### config.mk
export PLATFORM = sky130hd
export DESIGN_NAME = primitive_assembler
export DESIGN_NICKNAME = d
export VERILOG_FILES = /design/src/core/prim_fifo.sv /design/src/core/prim_asm_pkg.sv /design/src/core/primitive_assembler.sv
export SDC_FILE = /design/constraint.sdc
export NUM_CORES = 1
export LEC_CHECK = 0
export ABC_CLOCK_PERIOD_IN_PS = 13150
export BUFFER_PORTS_ARGS = -buffer_cell sky130_fd_sc_hd__buf_4
export CAP_MARGIN = 20
export CORE_ASPECT_RATIO = 0.7
export CORE_MARGIN = 2
export CORE_UTILIZATION = 45
export DETAILED_ROUTE_END_ITERATION = 10
export PLACE_DENSITY = 0.61
export SETUP_SLACK_MARGIN = 0.05
export SKIP_CTS_REPAIR_TIMING = 1
export SLEW_MARGIN = 10
export SYNTH_ARGS = -nofsm -noshare
export SYNTH_HDL_FRONTEND = slang
export SYNTH_SLANG_ARGS = --single-unit
### constraint.sdc
create_clock -name clock -period 13.15 [get_ports clock]
set_clock_uncertainty 0.2 [all_clocks]
set_input_delay 1.315 -clock clock [delete_from_list [all_inputs] [get_ports clock]]
set_output_delay 1.315 -clock clock [all_outputs]
set_load 0.01 [all_outputs]
### src/core/prim_fifo.sv
// queue module is kept with the assembler logic

### src/core/prim_asm_pkg.sv
package prim_asm_pkg;
  localparam int VTX_W = 32;
  localparam int FIFO_DEPTH = 8;
  localparam int MODE_W = 3;
  localparam int KIND_W = 2;
  localparam logic [2:0] MODE_POINTS = 3'h0;
  localparam logic [2:0] MODE_STRIP = 3'h1;
  localparam logic [2:0] MODE_LOOP = 3'h2;
  localparam logic [2:0] MODE_PAIRS = 3'h3;
  localparam logic [2:0] MODE_POLYGON = 3'h4;
  localparam logic [2:0] MODE_TRISTRIP = 3'h5;
  localparam logic [1:0] KIND_POINT = 2'h0;
  localparam logic [1:0] KIND_LINE = 2'h1;
  localparam logic [1:0] KIND_TRI = 2'h2;
  localparam int PRIM_W = 3 * VTX_W + KIND_W;
  typedef enum logic [1:0] {
    ST_RUN = 2'b01,
    ST_CLOSE = 2'b10
  } asm_state_t;
endpackage

### src/core/primitive_assembler.sv
`timescale 1ns/1ps
module primitive_assembler (
  input wire logic clock,
  input wire logic reset_n,
  input wire logic vtx_valid,
  output logic vtx_ready,
  input wire logic [prim_asm_pkg::VTX_W-1:0] vtx_data,
  input wire logic vtx_last,
  input wire logic [prim_asm_pkg::MODE_W-1:0] vtx_mode,
  output logic prim_valid,
  input wire logic prim_ready,
  output logic [prim_asm_pkg::KIND_W-1:0] prim_kind,
  output logic [prim_asm_pkg::VTX_W-1:0] prim_v0,
  output logic [prim_asm_pkg::VTX_W-1:0] prim_v1,
  output logic [prim_asm_pkg::VTX_W-1:0] prim_v2
);
  localparam int VW = prim_asm_pkg::VTX_W;
  localparam int PW = prim_asm_pkg::PRIM_W;
  localparam int OW = $clog2(prim_asm_pkg::FIFO_DEPTH) + 1;

  prim_asm_pkg::asm_state_t state_ff;
  logic [VW-1:0] slot_a_ff;
  logic [VW-1:0] slot_b_ff;
  logic first_ff;
  logic second_ff;
  logic ptr_ff;
  logic parity_ff;
  logic [VW-1:0] out_v0_ff;
  logic [VW-1:0] out_v1_ff;
  logic [VW-1:0] out_v2_ff;
  logic [prim_asm_pkg::KIND_W-1:0] out_kind_ff;
  logic out_valid_ff;
  logic fifo_in_ready;
  logic fifo_out_valid;
  logic [PW-1:0] fifo_out_data;
  logic [PW-1:0] emit_data;
  logic emit;
  logic take;
  logic stall;
  logic [VW-1:0] close_v_ff;
  logic close_ok_ff;
  logic vtx_ready_ff;
  logic [OW-1:0] occ_ff;
  logic [OW-1:0] nxt_occ;
  logic fifo_pop_ready;
  logic pop;
  logic close_start;
  logic nxt_run;

  // output register stage drains the fifo
  assign stall = !fifo_in_ready;
  assign vtx_ready = vtx_ready_ff;
  assign take = vtx_valid && vtx_ready;

  function automatic logic mode_is_loop(input logic [prim_asm_pkg::MODE_W-1:0] m);
    mode_is_loop = (m == prim_asm_pkg::MODE_LOOP);
  endfunction
  assign close_start = take && vtx_last && mode_is_loop(vtx_mode);
  assign fifo_pop_ready = !out_valid_ff || prim_ready;
  assign pop = fifo_out_valid && fifo_pop_ready;
  // ready is registered, so it is worked out one cycle ahead
  assign nxt_run = ((state_ff == prim_asm_pkg::ST_RUN) && !close_start)
    || ((state_ff == prim_asm_pkg::ST_CLOSE) && !stall);

  // combinational decode of what the accepted vertex or the loop closing cycle emits
  logic [prim_asm_pkg::KIND_W-1:0] nxt_kind;
  logic [VW-1:0] nxt_e0;
  logic [VW-1:0] nxt_e1;
  logic [VW-1:0] nxt_e2;
  logic nxt_emit;
  always_comb begin
    nxt_emit = 1'b0;
    nxt_kind = prim_asm_pkg::KIND_POINT;
    nxt_e0 = vtx_data;
    nxt_e1 = vtx_data;
    nxt_e2 = vtx_data;
    if (state_ff == prim_asm_pkg::ST_CLOSE) begin
      nxt_emit = close_ok_ff;
      nxt_kind = prim_asm_pkg::KIND_LINE;
      nxt_e0 = close_v_ff;
      nxt_e1 = slot_a_ff;
      nxt_e2 = slot_a_ff;
    end else if (take) begin
      case (vtx_mode)
        prim_asm_pkg::MODE_POINTS: begin
          nxt_emit = 1'b1;
        end
        prim_asm_pkg::MODE_STRIP, prim_asm_pkg::MODE_LOOP: begin
          nxt_emit = !first_ff;
          nxt_kind = prim_asm_pkg::KIND_LINE;
          nxt_e0 = slot_b_ff;
        end
        prim_asm_pkg::MODE_PAIRS: begin
          nxt_emit = parity_ff;
          nxt_kind = prim_asm_pkg::KIND_LINE;
          nxt_e0 = slot_a_ff;
        end
        prim_asm_pkg::MODE_POLYGON: begin
          nxt_emit = !first_ff && !second_ff;
          nxt_kind = prim_asm_pkg::KIND_TRI;
          nxt_e0 = slot_a_ff;
          nxt_e1 = slot_b_ff;
        end
        prim_asm_pkg::MODE_TRISTRIP: begin
          nxt_emit = !first_ff && !second_ff;
          nxt_kind = prim_asm_pkg::KIND_TRI;
          nxt_e0 = slot_a_ff;
          nxt_e1 = slot_b_ff;
        end
        default: begin
          nxt_emit = 1'b0;
        end
      endcase
    end
  end
  assign emit = nxt_emit && !stall;
  assign emit_data = {nxt_kind, nxt_e0, nxt_e1, nxt_e2};
  assign nxt_occ = occ_ff + OW'(emit) - OW'(pop);

  always_ff @(posedge clock or negedge reset_n) begin
    if (!reset_n) begin
      state_ff <= prim_asm_pkg::ST_RUN;
      close_v_ff <= '0;
      close_ok_ff <= 1'b0;
    end else begin
      case (state_ff)
        prim_asm_pkg::ST_RUN: begin
          if (close_start) begin
            state_ff <= prim_asm_pkg::ST_CLOSE;
            close_v_ff <= vtx_data;
            close_ok_ff <= !first_ff;
          end
        end
        prim_asm_pkg::ST_CLOSE: begin
          if (!stall) begin
            state_ff <= prim_asm_pkg::ST_RUN;
          end
        end
        default: begin
          state_ff <= prim_asm_pkg::ST_RUN;
        end
      endcase
    end
  end

  // vertex memory: slot a holds first/start, slot b the previous vertex; tristrip alternates vertices between slot a and slot b
  always_ff @(posedge clock or negedge reset_n) begin
    if (!reset_n) begin
      slot_a_ff <= '0;
      slot_b_ff <= '0;
      first_ff <= 1'b1;
      second_ff <= 1'b1;
      ptr_ff <= 1'b0;
      parity_ff <= 1'b0;
    end else if (take) begin
      first_ff <= vtx_last;
      second_ff <= vtx_last || first_ff;
      case (vtx_mode)
        prim_asm_pkg::MODE_STRIP, prim_asm_pkg::MODE_LOOP: begin
          slot_b_ff <= vtx_data;
          if (first_ff) begin
            slot_a_ff <= vtx_data;
          end
        end
        prim_asm_pkg::MODE_PAIRS: begin
          parity_ff <= vtx_last ? 1'b0 : !parity_ff;
          if (!parity_ff) begin
            slot_a_ff <= vtx_data;
          end
        end
        prim_asm_pkg::MODE_POLYGON: begin
          slot_b_ff <= vtx_data;
          if (first_ff) begin
            slot_a_ff <= vtx_data;
          end
        end
        prim_asm_pkg::MODE_TRISTRIP: begin
          ptr_ff <= vtx_last ? 1'b0 : !ptr_ff;
          if (!ptr_ff) begin
            slot_a_ff <= vtx_data;
          end else begin
            slot_b_ff <= vtx_data;
          end
        end
        default: begin
          slot_b_ff <= slot_b_ff;
        end
      endcase
    end
  end

  always_ff @(posedge clock or negedge reset_n) begin
    if (!reset_n) begin
      occ_ff <= '0;
      vtx_ready_ff <= 1'b1;
    end else begin
      occ_ff <= nxt_occ;
      vtx_ready_ff <= nxt_run && (nxt_occ != OW'(prim_asm_pkg::FIFO_DEPTH));
    end
  end

  prim_fifo #(
    .WIDTH(PW),
    .DEPTH(prim_asm_pkg::FIFO_DEPTH)
  ) u_fifo (
    .clock(clock),
    .reset_n(reset_n),
    .in_valid(emit),
    .in_ready(fifo_in_ready),
    .in_data(emit_data),
    .out_valid(fifo_out_valid),
    .out_ready(fifo_pop_ready),
    .out_data(fifo_out_data)
  );

  always_ff @(posedge clock or negedge reset_n) begin
    if (!reset_n) begin
      out_valid_ff <= 1'b0;
      out_kind_ff <= prim_asm_pkg::KIND_POINT;
      out_v0_ff <= '0;
      out_v1_ff <= '0;
      out_v2_ff <= '0;
    end else if (!out_valid_ff || prim_ready) begin
      out_valid_ff <= fifo_out_valid;
      if (fifo_out_valid) begin
        {out_kind_ff, out_v0_ff, out_v1_ff, out_v2_ff} <= fifo_out_data;
      end
    end
  end

  assign prim_valid = out_valid_ff;
  assign prim_kind = out_kind_ff;
  assign prim_v0 = out_v0_ff;
  assign prim_v1 = out_v1_ff;
  assign prim_v2 = out_v2_ff;
endmodule

module prim_fifo #(
  parameter int WIDTH = 8,
  parameter int DEPTH = 8
) (
  input wire logic clock,
  input wire logic reset_n,
  input wire logic in_valid,
  output logic in_ready,
  input wire logic [WIDTH-1:0] in_data,
  output logic out_valid,
  input wire logic out_ready,
  output logic [WIDTH-1:0] out_data
);
  localparam int AW = $clog2(DEPTH);
  logic [WIDTH-1:0] mem [DEPTH];
  logic [AW-1:0] wr_ptr_ff;
  logic [AW-1:0] rd_ptr_ff;
  logic [AW:0] count_ff;
  logic do_wr;
  logic do_rd;
  assign do_wr = in_valid && in_ready;
  assign do_rd = out_valid && out_ready;
  assign in_ready = (count_ff != (AW+1)'(DEPTH));
  assign out_valid = (count_ff != '0);
  assign out_data = mem[rd_ptr_ff];
  always_ff @(posedge clock) begin
    if (do_wr) begin
      mem[wr_ptr_ff] <= in_data;
    end
  end
  always_ff @(posedge clock or negedge reset_n) begin
    if (!reset_n) begin
      wr_ptr_ff <= '0;
      rd_ptr_ff <= '0;
      count_ff <= '0;
    end else begin
      if (do_wr) begin
        wr_ptr_ff <= (wr_ptr_ff == AW'(DEPTH - 1)) ? '0 : wr_ptr_ff + AW'(1);
      end
      if (do_rd) begin
        rd_ptr_ff <= (rd_ptr_ff == AW'(DEPTH - 1)) ? '0 : rd_ptr_ff + AW'(1);
      end
      count_ff <= count_ff + (AW+1)'(do_wr) - (AW+1)'(do_rd);
    end
  end
endmodule

=== Word-level counts from Yosys, hierarchy flattened ===
Memory sizes are Yosys's and may differ from the RTL's. A register that Yosys moved wholly into a read port is not among the register bits.
Cells that the tools add are included.

* $lt $le $gt $ge: 0
* Bitwise logic cells: 0
* Shift operators: 0
* Eq/ne operators: 17
* Divide/modulo/power cells: 0
* Add/sub/neg operators: 6
* Reductions and logical operators: 36
* Mux-type cells: 28
* $mul: 0

{| class="wikitable"
|+ Operators by type and width
! cell !! count
|-
| two-way mux 32 bit || 10
|-
| case mux 32 bit (2 select lines) || 2
|-
| case mux 32 bit (3 select lines) || 1
|-
| equality test 3 bit, second input constant || 4
|-
| logical AND 1 bit || 10
|-
| AND reduction 2 bit || 5
|-
| OR reduction 3 bit || 3
|-
| adder 4 x 1 -> 4 bit || 2
|-
| two-way mux 2 bit || 4
|-
| != test 2 bit, second input constant || 4
|-
| != test 4 bit, second input constant || 2
|-
| case mux 2 bit (2 select lines) || 2
|-
| subtractor 4 x 1 -> 4 bit || 2
|-
| logical NOT 1 bit || 7
|-
| adder 3 x 1 -> 3 bit, second input constant || 2
|-
| equality test 3 x 2 -> 1 bit, second input constant || 2
|-
| two-way mux 1 bit || 6
|-
| two-way mux 3 bit || 2
|-
| AND reduction 5 bit || 1
|-
| != test 2 x 1 -> 1 bit, second input constant || 2
|-
| case mux 1 bit (4 select lines) || 1
|-
| nonzero test 4 bit || 1
|-
| OR reduction 2 bit || 2
|-
| equality test 3 x 1 -> 1 bit, second input constant || 1
|-
| other kinds (7) || 9
|}

* Input bits: 40
* Memories: 1
* Flip-flop bits (word level): 119
* Output and inout bits: 100
* Word-level logic and storage cells: 103
* RAM bits: 784
* Bits in latches: 0
* Memory bits (read-only): 0

{| class="wikitable"
|+ Memory list
! memory !! words !! width !! read ports !! clocked after Yosys merged registers in !! wr ports !! line !! source
|-
| u_fifo.mem || 8 || 98 || 1 || 1 || 1 || primitive_assembler.sv:252 || <nowiki>logic [WIDTH-1:0] mem [DEPTH];</nowiki>
|}

=== Longest topological paths before layout ===
* Depth after elaboration: 10
* Mapped depth: 13
* Gate-level depth less buffers: 10

=== Modules after synthesis ===
From an unflattened synthesis, not the netlist that was laid out.

* Cell total of the unflattened synthesis: 2118
* Area total of the unflattened synthesis: 40365.0 um^2

{| class="wikitable"
|+ Modules (own cells, without submodules)
! module !! area an instance (um^2) !! instances !! cells each !! seq. area each (um^2)
|-
| prim_fifo || 30011.3 || 1 || 1190 || 23792.8
|-
| primitive_assembler || 10353.7 || 1 || 928 || 5185.0
|}

=== Worst setup path after synthesis ===
No wires, ideal clock.

* Path kind: input-to-reg
* Start point: in vtx_mode[1] (netlist name)
* End point: mem u_fifo.mem[1][0] (netlist name), enable pin
* Data arrival time: 11.568 ns
* Path buffers: 3
* Data required time: 12.155 ns
* Path slack: 0.587 ns
* Cell stages on the path: 7
* Library setup time: 0.795 ns
* Cell sequence: buf_4 a211o_1 buf_2 a21oi_1 o21ai_1 buf_2 nor4_1

* Cells in the longest elaborated chain, start to end: 9
* Elaborated cells between the ends (all ways): 15
* Classes of those cells: eq/ne: 5; mux: 5; reduce/logical: 5

{| class="wikitable"
|+ Ends and longest elaborated chain
! what !! line !! source
|-
| from (decl) || primitive_assembler.sv:9 || <nowiki>input wire logic [prim_asm_pkg::MODE_W-1:0] vtx_mode,</nowiki>
|-
| equality test 3 bit, or another cell as far along || primitive_assembler.sv:84 || <nowiki>case (vtx_mode)</nowiki>
|-
| OR reduction 2 bit (on tied branches) || -- ||
|-
| case mux 1 bit (4 select lines) (*) || primitive_assembler.sv:84 ||
|-
| two-way mux 1 bit (*) || primitive_assembler.sv:83 || <nowiki>end else if (take) begin</nowiki>
|-
| two-way mux 1 bit (*) || primitive_assembler.sv:77 || <nowiki>if (state_ff == prim_asm_pkg::ST_CLOSE) begin</nowiki>
|-
| logical AND 1 bit (*) || primitive_assembler.sv:116 || <nowiki>assign emit = nxt_emit && !stall;</nowiki>
|-
| logical AND 1 bit (*) || primitive_assembler.sv:258 || <nowiki>assign do_wr = in_valid && in_ready;</nowiki>
|-
| two-way mux 1 bit (*) || primitive_assembler.sv:264 || <nowiki>if (do_wr) begin</nowiki>
|-
| two-way mux 1 bit (not written as such) (*) || primitive_assembler.sv:265 || <nowiki>mem[wr_ptr_ff] <= in_data;</nowiki>
|-
| to (decl) || primitive_assembler.sv:252 ||
|}

Mark *: on every way between the ends. The rest lies on a longest branch, timed or not.

=== Worst setup path after layout ===
* Start point: in vtx_valid
* End point: mem u_fifo.mem[4][4] (netlist name), enable pin

* Cells in the longest elaborated chain, start to end: 7

{| class="wikitable"
|+ Ends and longest elaborated chain
! what !! line !! source
|-
| from (decl) || primitive_assembler.sv:5 || <nowiki>input wire logic vtx_valid,</nowiki>
|-
| logical AND 1 bit || primitive_assembler.sv:53 || <nowiki>assign take = vtx_valid && vtx_ready;</nowiki>
|-
| two-way mux 1 bit || primitive_assembler.sv:83 ||
|-
| two-way mux 1 bit || primitive_assembler.sv:77 ||
|-
| logical AND 1 bit || primitive_assembler.sv:116 ||
|-
| logical AND 1 bit || primitive_assembler.sv:258 ||
|-
| two-way mux 1 bit || primitive_assembler.sv:264 ||
|-
| two-way mux 1 bit (not written as such) || primitive_assembler.sv:265 ||
|}

Every way passes these cells.

==> out/results.tsv <==
stage	metric	value	unit
run_status	status	finished clean	
drt	vias	20000	
timing	worstMarginPinSlew	1.08	ns
synthesis	synth_seq_area_share	73.4	%
finish	layout_commonest_cell	edfxtp_1	
hold_path	hold_depth	2	
finish	syn2layout_area_growth	14.1	%
clocking	clkLatencyLatePin	0.66	ns
timing	rsz0062_at_grt	no	
drt	drt-initial-drc-count	2007	
synthesis	ys_top_cells_by_area	edfxtp_1 (60%), dfrtp_1 (13%), mux4_2 (11%), mux2i_1 (3.3%), nor2_1 (1.6%)	
power_and_ir_drop	p_int	6.65	mW
worst_setup_path	path_cells	buf_4 -> nand2_1 -> a211o_2 -> a21oi_1 -> o21ai_2 -> nor4b_4 -> buf_4 -> buf_4	
worst_setup_path	cp_max_fo	55	
drt	firstDrtPassIters	8	
place	place_worst_setup_slack	7.83	ns
timing	fin_crit_sh	35.1	%
die	start_util	45.6	%
place	place_hpwl	52.1	mm
finish	fillers	6948	
synthesis	yosys_warnings	0	
job	drv_cap	0	
worst_setup_path	cp.arrival	4.67	ns
worst_setup_path	startpoint_type	primary input	
drt	wl_per_cell	26.1	um
clocking	cts_tree	done	
clocking	numCtsBuffers	95	
place	gp_congestion	0.766	
drt	drc	0	
power_and_ir_drop	pwr-share-seq	44.4	%
power_and_ir_drop	pwr-share-clk	29.5	%
global_route	globalRouteTotalUtil	20.5	%
global_route	grt_max_degree	90	
worst_setup_path	critPathKind	primary input to flop	
global_route	grt_pass1_wl	135	mm
worst_setup_path	rr_worst_depth	7	
synthesis	synthCells	2121	
power_and_ir_drop	switching_share	29.1	%
finish	nets	2340	
timing	finalMaxSlewViolations	0	
drt	detail-route-antenna-nets	0	
finish	antennaDiodeCount	0	
worst_setup_path	worstSetupEndpointType	flop	
place	port-buffer-count	139	
die	io-pin-count	140	
global_route	grt-ovfl-total	0	
timing	finalSetupTns	0	ns
synthesis	synth_seq_cells	1001	
power_and_ir_drop	p_leak	16.1	nW
timing	setup_ws	8.53	ns
synthesis	synth_top_cell_area_share	59.6	%
synthesis	synth_area_per_cell	18.6	um^2
synthesis	synth_edf_count	784	
timing	max_freq	0.217	GHz
clocking	cts_sinks	1001	
timing	period_needed	4.62	ns
clocking	path_clk_slew	0.06	ns
timing	hold_viol	0	
drt	wl	91.6	mm
worst_setup_path	r2r_slack	8.71	ns
power_and_ir_drop	switchingPower	2.73	mW
synthesis	syn_area	39500	um^2
clocking	cts-root-buf	clkbuf_16	
power_and_ir_drop	p_per_area	208	nW/um^2
synthesis	ys.flop_type	edfxtp_1	
worst_setup_path	slowest_stage	buf_4	
die	rows	90	
synthesis	async_flop_share	21.7	%
global_route	grt_antenna_before_repair	5	
timing	relSlewSlack	27.0	%
clocking	cts.path.max_buffers	3	
synthesis	syn_nets	2177	
timing	setup_viol	0	
finish	drive_gt1_share	26.7	%
die	die_w	358	um
die	fp.coreArea	86600	um^2
power_and_ir_drop	pwr-share-comb	26.1	%
clocking	htree_levels	3	
worst_setup_path	cp_common_cell	buf_4	
synthesis	synth_top_area_cell	edfxtp_1	
finish	layout_common_cells	edfxtp_1 (784), dfrtp_1 (210), mux4_2 (196)	
global_route	first_global_vias	20400	
die	fp.dieH	252	um
worst_setup_path	slowest_delay	0.89	ns
power_and_ir_drop	ir_worst_vdd	0.000125	V
die	dieArea	90200	um^2
synthesis	synth_cell_types	45	
worst_setup_path	worstPathRequired	13.21	ns
drt	vias_per_cell	5.69	
hold_path	hp-class	flop to flop	
-- metrics by stage --
stage / area [um^2] / total power [mW] / cells / hold WS, ns / utilization (%)
after floorplan: 39500 / 5.84 / 2121 / 0.235 / -
after global placement: 41800 / 6.67 / 3331 / 0.251 / 48.3
after detailed placement: 41800 / 6.72 / 3331 / 0.247 / 48.3
after CTS: 45000 / 9.50 / 3508 / 0.257 / 52.0
after global routing: 45100 / 9.82 / 3514 / 0.263 / 52.0
final: 45100 / 9.37 / 3514 / 0.256 / 52.0
-- power by group through the flow --
stage / clock, mW / sequential, mW / combinational, mW
after floorplan: 0 / 4.19 / 1.65
after global routing: 2.95 / 4.22 / 2.66
final: 2.76 / 4.17 / 2.45
after detailed placement: 0 / 4.24 / 2.49
after global placement: 0 / 4.22 / 2.45
after CTS: 2.83 / 4.17 / 2.50
-- flip-flops by register name (all words and copies together), names as in the netlist --
name	flops
first_ff	1
slot_b_ff	32
prim_v1	32
slot_a_ff	32
second_ff	1
close_v_ff	32
prim_valid	1
close_ok_ff	1
vtx_ready	1
parity_ff	1
occ_ff	4
u_fifo.mem	784
prim_v2	32
state_ff	2
u_fifo.rd_ptr_ff	3
u_fifo.wr_ptr_ff	3
ptr_ff	1
u_fifo.count_ff	4
prim_v0	32
prim_kind	2
-- metal layers --
layer	GRT usage (%)	routed length, um
met1	30.6	41600
met2	31.2	42600
met3	3.85	5710
met4	4.99	1710
met5	0	28
-- final timing paths --
path                                  startpoint                    endpoint
min reg2reg                second_ff$_DFFE_PN1P_       second_ff$_DFFE_PN1P_
max                                    vtx_valid  u_fifo.mem[4][4]$_DFFE_PP_
max in group asynchronous                reset_n   slot_a_ff[10]$_DFFE_PN0P_
max reg2reg                  vtx_ready$_DFF_PN1_  u_fifo.mem[4][4]$_DFFE_PP_
min in group asynchronous                reset_n      prim_v2[8]$_DFFE_PN0P_
min                        second_ff$_DFFE_PN1P_       second_ff$_DFFE_PN1P_
-- kinds of logic after synthesis --
kind of cell | count (synthesis) | share of synthesized area [%]
DFF | 1001 | 73.4
adders and majority gates | 16 | 0.545
buffers and inverters | 146 | 1.67
xor gates and xnor gates | 7 | 0.155
and+or+nand+nor | 303 | 3.10
muxes | 430 | 17.6
AOI/OAI and AO/OA | 218 | 3.52
-- critical path: cells and delay by family --
family / cells / cell delay [ns]
buf+inv: 3 / 1.61
compound gates: 3 / 1.27
simple gates: 2 / 0.40
-- synth_stat cells, types with 20 or more instances --
| library cell | number |
|---|---|
| nor2_1 | 171 |
| a22o_1 | 32 |
| clkbuf_1 | 56 |
| mux2_1 | 38 |
| mux4_2 | 196 |
| a21oi_1 | 102 |
| buf_2 | 40 |
| a221oi_1 | 32 |
| mux2_4 | 20 |
| nand2_1 | 108 |
| edfxtp_1 | 784 |
| o21ai_0 | 36 |
| mux2i_1 | 131 |
| dfrtp_1 | 213 |
| buf_1 | 21 |
| mux2_2 | 45 |
-- layout make-up --
cell class / instances / area, um^2 / share of cell area, %
Sequential cell: 1001 / 29000 / 64.3
Multi-Input combinational cell: 974 / 9940 / 22.0
Clock buffer: 126 / 2680 / 5.94
Clock inverter: 51 / 484 / 1.07
Tap cell: 1150 / 1440 / 3.19
Timing Repair Buffer: 193 / 1470 / 3.27
Inverter: 19 / 71.3 / 0.158
Power figures use the tool's default switching activity.
